$ cat src/rtl/ocdc_consts.vh
// Purpose : Constants for the debug control block.
// Assumes : 20 MHz system clock, 32-bit AXI4-Lite register bus.
// Notes   : Offsets are byte addresses of aligned words.
`ifndef OCDC_CONSTS_VH
`define OCDC_CONSTS_VH

// ==========
// Register offsets
// ==========
`define OCDC_OFF_CTRL     4'h0
`define OCDC_OFF_STAT     4'h4
`define OCDC_OFF_CNTR     4'h8
`define OCDC_OFF_IRQ_ST   4'hc

// ==========
// Control register fields
// ==========
`define OCDC_CTRL_DBG     0
`define OCDC_CTRL_MODE_LO 1
`define OCDC_CTRL_MODE_HI 2

// ==========
// Counter uses
// ==========
`define OCDC_USE_NONE     2'h0
`define OCDC_USE_CYCLES   2'h1
`define OCDC_USE_DOWN     2'h2
`define OCDC_USE_PCMATCH  2'h3

// ==========
// Interrupt status bits
// ==========
`define OCDC_IRQ_ENTRY    0
`define OCDC_IRQ_RXBYTE   1
`define OCDC_IRQ_FRAMERR  2
`define OCDC_IRQ_REFUSED  3
`define OCDC_IRQ_W        4

// ==========
// Debug link timing
// ==========
`define OCDC_CLK_HZ       20000000
`define OCDC_BAUD         115200
`define OCDC_BIT_CYC      (`OCDC_CLK_HZ / `OCDC_BAUD)
`define OCDC_CMD_RESTRICT 8'h80
`define OCDC_CMD_READOUT  8'h40

`endif

$ cat src/rtl/ocdc_uart.v
// Purpose : Character framing on the single debug wire, receive and send.
// Assumes : Line already synchronised; tx_go only while tx_busy is low.
// Notes   : One start bit, eight data bits LSB first, one stop bit.
`timescale 1ns/1ps
`default_nettype none

module ocdc_uart #(
    parameter integer BIT_CYC = 173
) (
    input  wire       aclk,
    input  wire       aresetn,
    input  wire       ce,
    input  wire       rx_line,
    input  wire       tx_go,
    input  wire [7:0] tx_byte,
    output reg        tx_busy,
    output reg        tx_drive_low,
    output reg        rx_valid,
    output reg  [7:0] rx_byte,
    output reg        rx_frame_err
);

    reg [15:0] rx_cnt_reg;
    reg [3:0]  rx_bit_reg;
    reg        rx_act_reg;
    reg        rx_prev_reg;
    reg [7:0]  rx_sh_reg;
    reg [15:0] tx_cnt_reg;
    reg [3:0]  tx_bit_reg;
    reg [9:0]  tx_sh_reg;

    // ==========
    // Receiver
    // ==========
    // A falling edge starts a frame; each bit is sampled half a bit in.
    always @(posedge aclk) begin
        if (!aresetn) begin
            rx_cnt_reg   <= 16'h0000;
            rx_bit_reg   <= 4'h0;
            rx_act_reg   <= 1'b0;
            rx_prev_reg  <= 1'b1;
            rx_sh_reg    <= 8'h00;
            rx_valid     <= 1'b0;
            rx_byte      <= 8'h00;
            rx_frame_err <= 1'b0;
        end else if (ce) begin
            rx_prev_reg  <= rx_line;
            rx_valid     <= 1'b0;
            rx_frame_err <= 1'b0;
            if (!rx_act_reg) begin
                if (rx_prev_reg && !rx_line) begin
                    rx_act_reg <= 1'b1;
                    rx_bit_reg <= 4'h0;
                    rx_cnt_reg <= BIT_CYC[15:0] >> 1;
                end
            end else if (rx_cnt_reg != 16'h0000) begin
                rx_cnt_reg <= rx_cnt_reg - 16'h0001;
            end else begin
                rx_cnt_reg <= BIT_CYC[15:0] - 16'h0001;
                rx_bit_reg <= rx_bit_reg + 4'h1;
                if (rx_bit_reg == 4'h0) begin
                    // A start bit that is high again was a glitch.
                    if (rx_line) rx_act_reg <= 1'b0;
                end else if (rx_bit_reg < 4'h9) begin
                    rx_sh_reg <= {rx_line, rx_sh_reg[7:1]};
                end else begin
                    rx_act_reg <= 1'b0;
                    if (rx_line) begin
                        rx_valid <= 1'b1;
                        rx_byte  <= rx_sh_reg;
                    end else begin
                        rx_frame_err <= 1'b1;
                    end
                end
            end
        end
    end

    // ==========
    // Transmitter
    // ==========
    // The frame is shifted out LSB first behind a low start bit.
    always @(posedge aclk) begin
        if (!aresetn) begin
            tx_cnt_reg   <= 16'h0000;
            tx_bit_reg   <= 4'h0;
            tx_sh_reg    <= 10'h3ff;
            tx_busy      <= 1'b0;
            tx_drive_low <= 1'b0;
        end else if (ce) begin
            if (!tx_busy) begin
                tx_drive_low <= 1'b0;
                if (tx_go) begin
                    tx_sh_reg    <= {1'b1, tx_byte, 1'b0};
                    tx_busy      <= 1'b1;
                    tx_bit_reg   <= 4'h0;
                    tx_cnt_reg   <= BIT_CYC[15:0] - 16'h0001;
                    tx_drive_low <= 1'b1;
                end
            end else if (tx_cnt_reg != 16'h0000) begin
                tx_cnt_reg <= tx_cnt_reg - 16'h0001;
            end else begin
                tx_cnt_reg <= BIT_CYC[15:0] - 16'h0001;
                tx_bit_reg <= tx_bit_reg + 4'h1;
                tx_sh_reg  <= {1'b1, tx_sh_reg[9:1]};
                if (tx_bit_reg == 4'h9) begin
                    tx_busy      <= 1'b0;
                    tx_drive_low <= 1'b0;
                end else begin
                    tx_drive_low <= ~tx_sh_reg[1];
                end
            end
        end
    end

endmodule // ocdc_uart

`default_nettype wire

$ cat src/rtl/ocdc_top.v
// Purpose : Debug state control, multipurpose counter and debug link front.
// Assumes : AXI4-Lite master of the system; pins are asynchronous.
// Notes   : Command decoding beyond the permission gate lives in firmware.
//
// What this block does
// - In debug state the core fetch is held; only directed instructions run.
// - System clock and enabled peripherals keep running in debug, except deep sleep.
// - Entering debug state forces the core out of idle halt mode.
// - An enabled watchdog is refreshed every cycle while the debug state lasts.
// - Enter debug on request bit, breakpoint, PC match or countdown to zero.
// - Debug pin low at reset release enters debug state.
// - Leave debug on request bit cleared, power-on, brownout or reset pin.
// - Debug pin low in deep sleep requests full system reset.
// - Characters are start bit, eight data bits LSB first, stop bit.
// - Cycle use counts clocks outside debug, saturating at all ones.
// - Cycle use clears the counter when the request bit is written clear.
// - Counter breaks by counting down to zero or matching the PC.
// - Commands reuse the counter as byte count and CRC residue.
// - Outside debug only a command subset is accepted; inside, all but readouts under read protect.
// - Read protect disables memory readout commands.
`timescale 1ns/1ps
`default_nettype none
`include "ocdc_consts.vh"

module ocdc_top #(
    parameter integer BIT_CYC = `OCDC_BIT_CYC
) (
    input  wire        aclk,
    input  wire        aresetn,
    input  wire        ce,
    // AXI4-Lite slave.
    input  wire [3:0]  s_axi_awaddr,
    input  wire        s_axi_awvalid,
    output wire        s_axi_awready,
    input  wire [31:0] s_axi_wdata,
    input  wire [3:0]  s_axi_wstrb,
    input  wire        s_axi_wvalid,
    output wire        s_axi_wready,
    output reg  [1:0]  s_axi_bresp,
    output reg         s_axi_bvalid,
    input  wire        s_axi_bready,
    input  wire [3:0]  s_axi_araddr,
    input  wire        s_axi_arvalid,
    output wire        s_axi_arready,
    output reg  [31:0] s_axi_rdata,
    output reg  [1:0]  s_axi_rresp,
    output reg         s_axi_rvalid,
    input  wire        s_axi_rready,
    // Debug link pin, open drain.
    input  wire        debug_link_pin_in,
    output wire        debug_link_pin_out,
    output wire        debug_link_pin_oe,
    // Core and system side.
    input  wire        breakpoint_instruction,
    input  wire [15:0] core_pc,
    input  wire        core_halted,
    input  wire        deep_sleep,
    input  wire        wdt_enabled,
    input  wire        por_event,
    input  wire        brownout_event,
    input  wire        reset_pin_n,
    input  wire        read_protect_option,
    input  wire        cmd_strobe,
    input  wire [7:0]  cmd_code,
    input  wire        cnt_load,
    input  wire [15:0] cnt_load_value,
    input  wire        cnt_dec,
    output reg         fetch_hold,
    output reg         halt_exit,
    output reg         wdt_refresh,
    output reg         sys_reset_req,
    output reg         clock_run,
    output reg         cmd_accept,
    output reg         cmd_refuse,
    output reg  [15:0] debug_multipurpose_counter,
    output reg         irq
);

    // ==========
    // Pin synchronisers
    // ==========
    reg [1:0] pin_sync_reg;
    reg [1:0] rst_sync_reg;
    wire      pin_s = pin_sync_reg[1];
    wire      rst_pin_n_s = rst_sync_reg[1];

    // They keep sampling through reset, so the strap level is settled at release.
    always @(posedge aclk) begin
        if (ce) begin
            pin_sync_reg <= {pin_sync_reg[0], debug_link_pin_in};
            rst_sync_reg <= {rst_sync_reg[0], reset_pin_n};
        end
    end

    // ==========
    // Debug link framing
    // ==========
    wire       tx_busy;
    wire       tx_low;
    wire       rx_valid;
    wire [7:0] rx_byte;
    wire       rx_ferr;
    reg        tx_go_reg;
    reg  [7:0] tx_byte_reg;

    ocdc_uart #(
        .BIT_CYC (BIT_CYC)
    ) u_uart (
        .aclk         (aclk),
        .aresetn      (aresetn),
        .ce           (ce),
        .rx_line      (pin_s),
        .tx_go        (tx_go_reg),
        .tx_byte      (tx_byte_reg),
        .tx_busy      (tx_busy),
        .tx_drive_low (tx_low),
        .rx_valid     (rx_valid),
        .rx_byte      (rx_byte),
        .rx_frame_err (rx_ferr)
    );

    // Open drain: only ever pull low, the line idles high by pull-up.
    assign debug_link_pin_out = 1'b0;
    assign debug_link_pin_oe  = tx_low;

    // ==========
    // Register file state
    // ==========
    reg        debug_state_request_bit;
    reg [1:0]  cnt_use_reg;
    reg [3:0]  irq_mask_reg;
    reg [3:0]  irq_stat_reg;
    reg        first_cycle_reg;
    reg        cnt_break;
    reg        enter_evt;
    reg        leave_evt;
    reg        ext_reset;
    reg        sw_set;
    reg        sw_clr;
    reg        stat_read;
    reg        readout;

    // ==========
    // Entry and exit of the debug state
    // ==========
    // Counter breakpoints fire only while running, never inside debug.
    always @* begin
        cnt_break = 1'b0;
        if (!debug_state_request_bit) begin
            if (cnt_use_reg == `OCDC_USE_DOWN && cnt_dec &&
                debug_multipurpose_counter == 16'h0001)
                cnt_break = 1'b1;
            if (cnt_use_reg == `OCDC_USE_PCMATCH &&
                core_pc == debug_multipurpose_counter)
                cnt_break = 1'b1;
        end
        ext_reset = por_event | brownout_event | ~rst_pin_n_s;
        enter_evt = breakpoint_instruction | cnt_break | sw_set;
        leave_evt = sw_clr & ~enter_evt;
    end

    // The strap is caught by the first enabled edge after reset release.
    always @(posedge aclk) begin
        if (!aresetn) begin
            debug_state_request_bit <= 1'b0;
            first_cycle_reg         <= 1'b1;
            sys_reset_req           <= 1'b0;
        end else if (ce) begin
            first_cycle_reg <= 1'b0;
            sys_reset_req   <= deep_sleep & ~pin_s;
            if (ext_reset || (deep_sleep && !pin_s))
                debug_state_request_bit <= 1'b0;
            else if (first_cycle_reg && !pin_s)
                debug_state_request_bit <= 1'b1;
            else if (enter_evt)
                debug_state_request_bit <= 1'b1;
            else if (leave_evt)
                debug_state_request_bit <= 1'b0;
        end
    end

    // Core side effects of the debug state.
    always @(posedge aclk) begin
        if (!aresetn) begin
            fetch_hold  <= 1'b0;
            halt_exit   <= 1'b0;
            wdt_refresh <= 1'b0;
            clock_run   <= 1'b1;
        end else if (ce) begin
            fetch_hold  <= debug_state_request_bit;
            halt_exit   <= debug_state_request_bit & core_halted;
            wdt_refresh <= debug_state_request_bit & wdt_enabled;
            clock_run   <= ~deep_sleep;
        end
    end

    // ==========
    // Multipurpose counter
    // ==========
    // Command loads win over counting because the host may reuse it.
    always @(posedge aclk) begin
        if (!aresetn) begin
            debug_multipurpose_counter <= 16'h0000;
        end else if (ce) begin
            if (cnt_load)
                debug_multipurpose_counter <= cnt_load_value;
            else if (cnt_use_reg == `OCDC_USE_CYCLES && leave_evt)
                debug_multipurpose_counter <= 16'h0000;
            else if (cnt_use_reg == `OCDC_USE_CYCLES && !debug_state_request_bit &&
                     debug_multipurpose_counter != 16'hffff)
                debug_multipurpose_counter <= debug_multipurpose_counter + 16'h0001;
            else if (cnt_dec && debug_multipurpose_counter != 16'h0000 &&
                     (debug_state_request_bit || cnt_use_reg == `OCDC_USE_DOWN))
                debug_multipurpose_counter <= debug_multipurpose_counter - 16'h0001;
        end
    end

    // ==========
    // Command permission gate
    // ==========
    always @* begin
        readout = (cmd_code & `OCDC_CMD_READOUT) != 8'h00;
    end

    always @(posedge aclk) begin
        if (!aresetn) begin
            cmd_accept <= 1'b0;
            cmd_refuse <= 1'b0;
        end else if (ce) begin
            cmd_accept <= 1'b0;
            cmd_refuse <= 1'b0;
            if (cmd_strobe) begin
                if (!debug_state_request_bit && (cmd_code & `OCDC_CMD_RESTRICT) != 8'h00)
                    cmd_refuse <= 1'b1;
                else if (read_protect_option && readout)
                    cmd_refuse <= 1'b1;
                else
                    cmd_accept <= 1'b1;
            end
        end
    end

    // ==========
    // AXI4-Lite slave
    // ==========
    // Write address and data are taken together once both are offered.
    wire wr_take = s_axi_awvalid & s_axi_wvalid & ~s_axi_bvalid;
    wire rd_take = s_axi_arvalid & ~s_axi_rvalid;
    assign s_axi_awready = wr_take & ce;
    assign s_axi_wready  = wr_take & ce;
    assign s_axi_arready = rd_take & ce;

    always @* begin
        sw_set    = 1'b0;
        sw_clr    = 1'b0;
        stat_read = rd_take & ce & (s_axi_araddr == `OCDC_OFF_IRQ_ST);
        if (wr_take && ce && s_axi_awaddr == `OCDC_OFF_CTRL && s_axi_wstrb[0]) begin
            sw_set = s_axi_wdata[`OCDC_CTRL_DBG];
            sw_clr = ~s_axi_wdata[`OCDC_CTRL_DBG];
        end
    end

    always @(posedge aclk) begin
        if (!aresetn) begin
            s_axi_bvalid <= 1'b0;
            s_axi_bresp  <= 2'b00;
            cnt_use_reg  <= `OCDC_USE_NONE;
            irq_mask_reg <= 4'h0;
            tx_go_reg    <= 1'b0;
            tx_byte_reg  <= 8'h00;
        end else if (ce) begin
            tx_go_reg <= 1'b0;
            if (s_axi_bvalid && s_axi_bready)
                s_axi_bvalid <= 1'b0;
            if (wr_take) begin
                s_axi_bvalid <= 1'b1;
                s_axi_bresp  <= 2'b00;
                case (s_axi_awaddr)
                    `OCDC_OFF_CTRL: begin
                        if (s_axi_wstrb[0])
                            cnt_use_reg <= s_axi_wdata[`OCDC_CTRL_MODE_HI:`OCDC_CTRL_MODE_LO];
                    end
                    `OCDC_OFF_STAT: begin
                        if (s_axi_wstrb[0] && !tx_busy) begin
                            tx_byte_reg <= s_axi_wdata[7:0];
                            tx_go_reg   <= 1'b1;
                        end
                    end
                    `OCDC_OFF_CNTR: begin
                        if (s_axi_wstrb[0])
                            irq_mask_reg <= s_axi_wdata[3:0];
                    end
                    `OCDC_OFF_IRQ_ST: begin
                    end
                    default: s_axi_bresp <= 2'b10;
                endcase
            end
        end
    end

    // Reads answer one cycle after the address is taken.
    always @(posedge aclk) begin
        if (!aresetn) begin
            s_axi_rvalid <= 1'b0;
            s_axi_rdata  <= 32'h00000000;
            s_axi_rresp  <= 2'b00;
        end else if (ce) begin
            if (s_axi_rvalid && s_axi_rready)
                s_axi_rvalid <= 1'b0;
            if (rd_take) begin
                s_axi_rvalid <= 1'b1;
                s_axi_rresp  <= 2'b00;
                case (s_axi_araddr)
                    `OCDC_OFF_CTRL:   s_axi_rdata <= {29'h0, cnt_use_reg,
                                                      debug_state_request_bit};
                    `OCDC_OFF_STAT:   s_axi_rdata <= {16'h0, irq_mask_reg, tx_busy,
                                                      read_protect_option, 2'h0, rx_byte};
                    `OCDC_OFF_CNTR:   s_axi_rdata <= {16'h0, debug_multipurpose_counter};
                    `OCDC_OFF_IRQ_ST: s_axi_rdata <= {28'h0, irq_stat_reg};
                    default: begin
                        s_axi_rdata <= 32'h00000000;
                        s_axi_rresp <= 2'b10;
                    end
                endcase
            end
        end
    end

    // ==========
    // Interrupts
    // ==========
    // A read clears the sticky bits, but an event in that same cycle stays set.
    wire [3:0] irq_evt = {cmd_refuse, rx_ferr, rx_valid,
                          enter_evt & ~debug_state_request_bit};

    always @(posedge aclk) begin
        if (!aresetn) begin
            irq_stat_reg <= 4'h0;
            irq          <= 1'b0;
        end else if (ce) begin
            irq_stat_reg <= (stat_read ? 4'h0 : irq_stat_reg) | irq_evt;
            irq          <= |(((stat_read ? 4'h0 : irq_stat_reg) | irq_evt) & irq_mask_reg);
        end
    end

endmodule // ocdc_top

`default_nettype wire

$ cat config.mk
export PLATFORM = sky130hd
export DESIGN_NAME = ocdc_top
export DESIGN_NICKNAME = d
export VERILOG_FILES = /design/src/rtl/ocdc_uart.v /design/src/rtl/ocdc_top.v
export VERILOG_INCLUDE_DIRS = /design/src /design/src/rtl
export SDC_FILE = /design/constraint.sdc
export NUM_CORES = 1
export LEC_CHECK = 0
export ABC_CLOCK_PERIOD_IN_PS = 2900
export BUFFER_PORTS_ARGS = -buffer_cell sky130_fd_sc_hd__buf_4
export CAP_MARGIN = 0
export CORE_AREA = 2 2 135 111
export DETAILED_ROUTE_END_ITERATION = 7
export DIE_AREA = 0 0 137 113
export PLACE_DENSITY_LB_ADDON = 0.12
export SYNTH_ARGS = -nofsm -noshare
export SYNTH_HDL_FRONTEND = slang
export SYNTH_HIERARCHICAL = 1
export SYNTH_SLANG_ARGS = --single-unit
$ cat constraint.sdc
create_clock -name aclk -period 2.9 [get_ports aclk]
set_input_delay 0.145 -clock aclk [delete_from_list [all_inputs] [get_ports aclk]]
set_output_delay 0.145 -clock aclk [all_outputs]
set_load 0.01 [all_outputs]
==> metrics list <==
- In the final routed layout, each cell accounts on average for 17.4 microns.
* Setup repair after global routing missed its margin: false
* Remaining max-slew budget at the tightest pin: 0.397
- Input/output buffers: 118
* Critical-path cell list: ha_1 -> and4_2 -> nand4bb_1 -> and2_1 -> o41a_1 -> nand2_4 -> o221ai_1
* Max-cap check violation count: 0
* Final net count: 1093
- Pwr Density: 562 nW/um^2
* Share of power burned in registers: 0.398
* Placed wire-length estimate after detailed placement: 14500 microns
- From synthesis to final layout, the design area changed by 20.0%.
- The final route contains 7020 vias.
* Worst Clk Skew: 0.0105 ns
- In this design, the stage delay of the slowest critical-path cell is 0.57 ns.
- Setup violations remaining at the end of the flow were counted as 0.
- Largest family of logic cells by synthesized area: simple AND/OR/NAND/NOR gates
- Along the worst path, the maximum fanout reaches 13.
* Crit. End Element: flop
- Across all setup checks in the final design, the least slack found is 0.187 ns.
- Library cell with the largest summed area after synthesis: sky130_fd_sc_hd__dfxtp_1
* Core region area: 14100 sq um
- Final period demand of the worst path: 2.71 ns
- Fraction of power consumed by combinational cells: 0.149
- Number of search-and-repair iterations in the first detailed-routing pass: 5
- Number of global-route vias before repair: 6802
- Pin placement for this block handled 171 I/O pins.
- Post-synthesis share of cell area spent on full adders, half adders and majority gates: 0.0163
- Of the available clock period, the critical path in the final layout requires 0.936.
- Data on the critical path is required at its endpoint by 3.19 ns.
- Across the VDD grid, the largest voltage drop is 0.432 mV.
- Area fraction in and, or, nand and nor cells after synthesis: 0.256
- During synthesis, Yosys emitted a total of 6 warnings.
- Measured along the y axis, the die boundary spans 113 microns.
- STA classifies the critical path startpoint as a flop.
* Post-synthesis cell area: 7660 sq um
- Number of nets still failing antenna checks after routing: 0
* Overflow after GRT: 0
* Number of buffers added by the clock tree synthesis step: 17
- Clock network fraction of total power: 0.453
- The largest individual stage delay along the critical path comes from the cell sky130_fd_sc_hd__dfxtp_1.
- Die boundary width: 137 microns
- Top cells by count, synth: 135 x sky130_fd_sc_hd__dfxtp_1, 90 x sky130_fd_sc_hd__nand2_1, 47 x sky130_fd_sc_hd__nor2_1, 38 x sky130_fd_sc_hd__clkbuf_1, 36 x sky130_fd_sc_hd__a21oi_1
- Standard-cell row count: 39
- Of the total synthesized cell area, the portion taken by XOR and XNOR cells is 0.0274.
- Final-layout fill cell count: 1200
- The floorplan step defined a die boundary enclosing 15500 sq um.
- The portion of synthesized area spent on multiplexers is 0.0550.
- After technology mapping, the gate count stands at 874.
- Worst slack at placement: 0.315 ns
- Result of the run: complete, no violations
* TritonCTS clock tree: yes
- Violation count after the first detailed-route iteration: 682
- Worst Path Class, Setup: flop to flop
- Number of sinks handled by clock tree synthesis: 139
* Antenna violations before repair: 0
- Synth async-reset ratio: 0
- By instance count, the leading cell after synthesis is sky130_fd_sc_hd__dfxtp_1.
- The initial utilization of the core area, before any placement, comes to 0.545.
- EDFF count, synth: 4
- Top FF cell, synth: sky130_fd_sc_hd__dfxtp_1
- Final Hold Fails: 0
- After routing, the total negative slack on setup checks comes to 0 ns.
* Net switching power: 1330 uW
- Final instance count without filler cells: 1176
- Static timing analysis puts the maximum clock frequency at 369 MHz.
* CTS root buffer: sky130_fd_sc_hd__clkbuf_16
* Total global-route track usage: 0.273
* Area contributors post-synth: sky130_fd_sc_hd__dfxtp_1 35%, sky130_fd_sc_hd__mux2i_1 4.6%, sky130_fd_sc_hd__nand2_1 4.4%, sky130_fd_sc_hd__nor2b_1 2.4%, sky130_fd_sc_hd__a21oi_1 2.4%
* Proportion of netlist area held by the largest area contributor: 0.353
* Post-synthesis compound-gate area fraction: 0.193
- Internal power: 3840 uW
- Overall power of the completed layout: 5160 uW
- Of the cells placed in the final design, the portion with a size suffix greater than 1 is 0.211.
- Largest net degree at the start of global routing: 56
- Static Leak: 0.00350 uW
* Drt via density: 5.97
- Post-synthesis register bit count: 139
* Worst Tran Pin Value: 0.902 ns
* Hold Path Class: input port to flop
- Global-route wire length before repair: 33700 microns
- In the routed design, unresolved DRC markers number 0.
- Arrival time of the worst setup path: 3.00 ns
- Once the clock tree was built, the resizer swapped 0 gates to a different size.
- Synthesis instantiated 91 different standard cells from the library.
- The later pin in the worst-skew pair is clocked with a latency of 0.42 ns.
* H-tree Lvls: 4
* Average instance area after synthesis: 8.77 sq um
- For this run, the register share of the synthesized area comes to 0.368.
- Summed over all layers, the routed wires come to 20400 microns.
- Number of antenna diodes: 0
- In this run the deepest clock path goes through 2 buffers.
* RePlAce Congestion: 0.952
- The total count of max-transition violations in the final report is 0.
- Once placement completed, the tool counted placed cells totaling 1137.
- After clock tree synthesis, the clock-pin slew on the worst setup and hold paths is 0.06 ns.
- Of the total power, the share spent switching nets is 0.257.
==> metrics by stage <==
step | hold WS (ns) | area (sq um) | utilization
6_report | 0.0108 | 9200 | 0.654
5_1_grt | 0.0302 | 9200 | 0.654
4_1_cts | 0.00915 | 9200 | 0.654
3_5_place_dp | 0.324 | 8500 | 0.605
3_3_place_gp | 0.324 | 8500 | 0.605
2_1_floorplan | 0.244 | 7730 | -
==> final timing paths <==
path                                                            startpoint                                           to  slack [ns]  depth (start not counted)
worst max register to register  debug_multipurpose_counter[0]$_SDFFE_PN0P_  debug_multipurpose_counter[14]$_SDFFE_PN0P_        0.19                          7
worst max-delay path            debug_multipurpose_counter[0]$_SDFFE_PN0P_  debug_multipurpose_counter[14]$_SDFFE_PN0P_        0.19                          7
worst min register to register                   rst_sync_reg[0]$_DFFE_PP_                    rst_sync_reg[1]$_DFFE_PP_        0.42                          0
worst min-delay path                                        s_axi_wdata[6]                  tx_byte_reg[6]$_SDFFE_PN0P_        0.01                          3
==> power groups by stage <==
stage	Clock [uW]	Combinational, uW	Sequential, uW
6_report	2340	770	2060
5_1_grt	2450	842	2060
4_1_cts	2360	760	2050
3_5_place_dp	0	747	2090
3_3_place_gp	0	729	2090
2_1_floorplan	0	528	2080
==> critical path: cells and delay by family, from the launching register on <==
family,cells,cell delay (ns)
and+or+nand+nor,4,1.02
AOI/OAI and AO/OA,2,0.72
adders and majority gates,1,0.27
DFF,1,0.57
==> cells by family (layout without fill, tap and decap cells) <==
| group | after synthesis | in the layout |
|---|---|---|
| AO/OA/AOI/OAI | 206 | 206 |
| multiplexers | 38 | 38 |
| other | 1 | 19 |
| flip-flops | 139 | 139 |
| AND/OR/NAND/NOR | 350 | 350 |
| adder cells (fa/ha/maj) | 10 | 10 |
| XOR/XNOR | 24 | 24 |
| buffers and inverters | 106 | 206 |
==> metal layers <==
layer	up-vias	track usage	part of all wire
met4	0	0.0921	0.013
met1	3365	0.383	0.46
met2	242	0.420	0.45
met5	-	0	0
met3	24	0.0538	0.076
li1	3389	-	-
==> timing repair <==
item                                    4_1_cts  5_1_grt
endpoints found under the hold margin         7        0
setup buffers                                 0        0
endpoints found under the setup margin        0        0
hold buffers                                  7        0
==> placed cells by master (no fill, tap or decap), types with 15 or more instances in the layout <==
cell type                   instances
sky130_fd_sc_hd__nand4_1           19
sky130_fd_sc_hd__nor3_1            27
sky130_fd_sc_hd__inv_1             21
sky130_fd_sc_hd__a31oi_1           15
sky130_fd_sc_hd__nor2b_1           29
sky130_fd_sc_hd__nand2_1           90
sky130_fd_sc_hd__conb_1            19
sky130_fd_sc_hd__a21oi_1           36
sky130_fd_sc_hd__xnor2_1           18
sky130_fd_sc_hd__o21ai_0           34
sky130_fd_sc_hd__clkbuf_16         17
sky130_fd_sc_hd__mux2i_1           35
sky130_fd_sc_hd__dfxtp_1          135
sky130_fd_sc_hd__nand3_1           32
sky130_fd_sc_hd__nor2_1            47
sky130_fd_sc_hd__buf_4            145
==> cell type report <==
type,instances,area [sq um],share of cell area
inverters,22,82.6,0.00898
multi-input cells,647,4270,0.464
flip-flops and latches,139,2820,0.307
well taps,184,230,0.0250
clock buffers,18,429,0.0467
repair buffers,152,1160,0.126
clock inverters,14,201,0.0219
(Power assumes the default switching activity.)
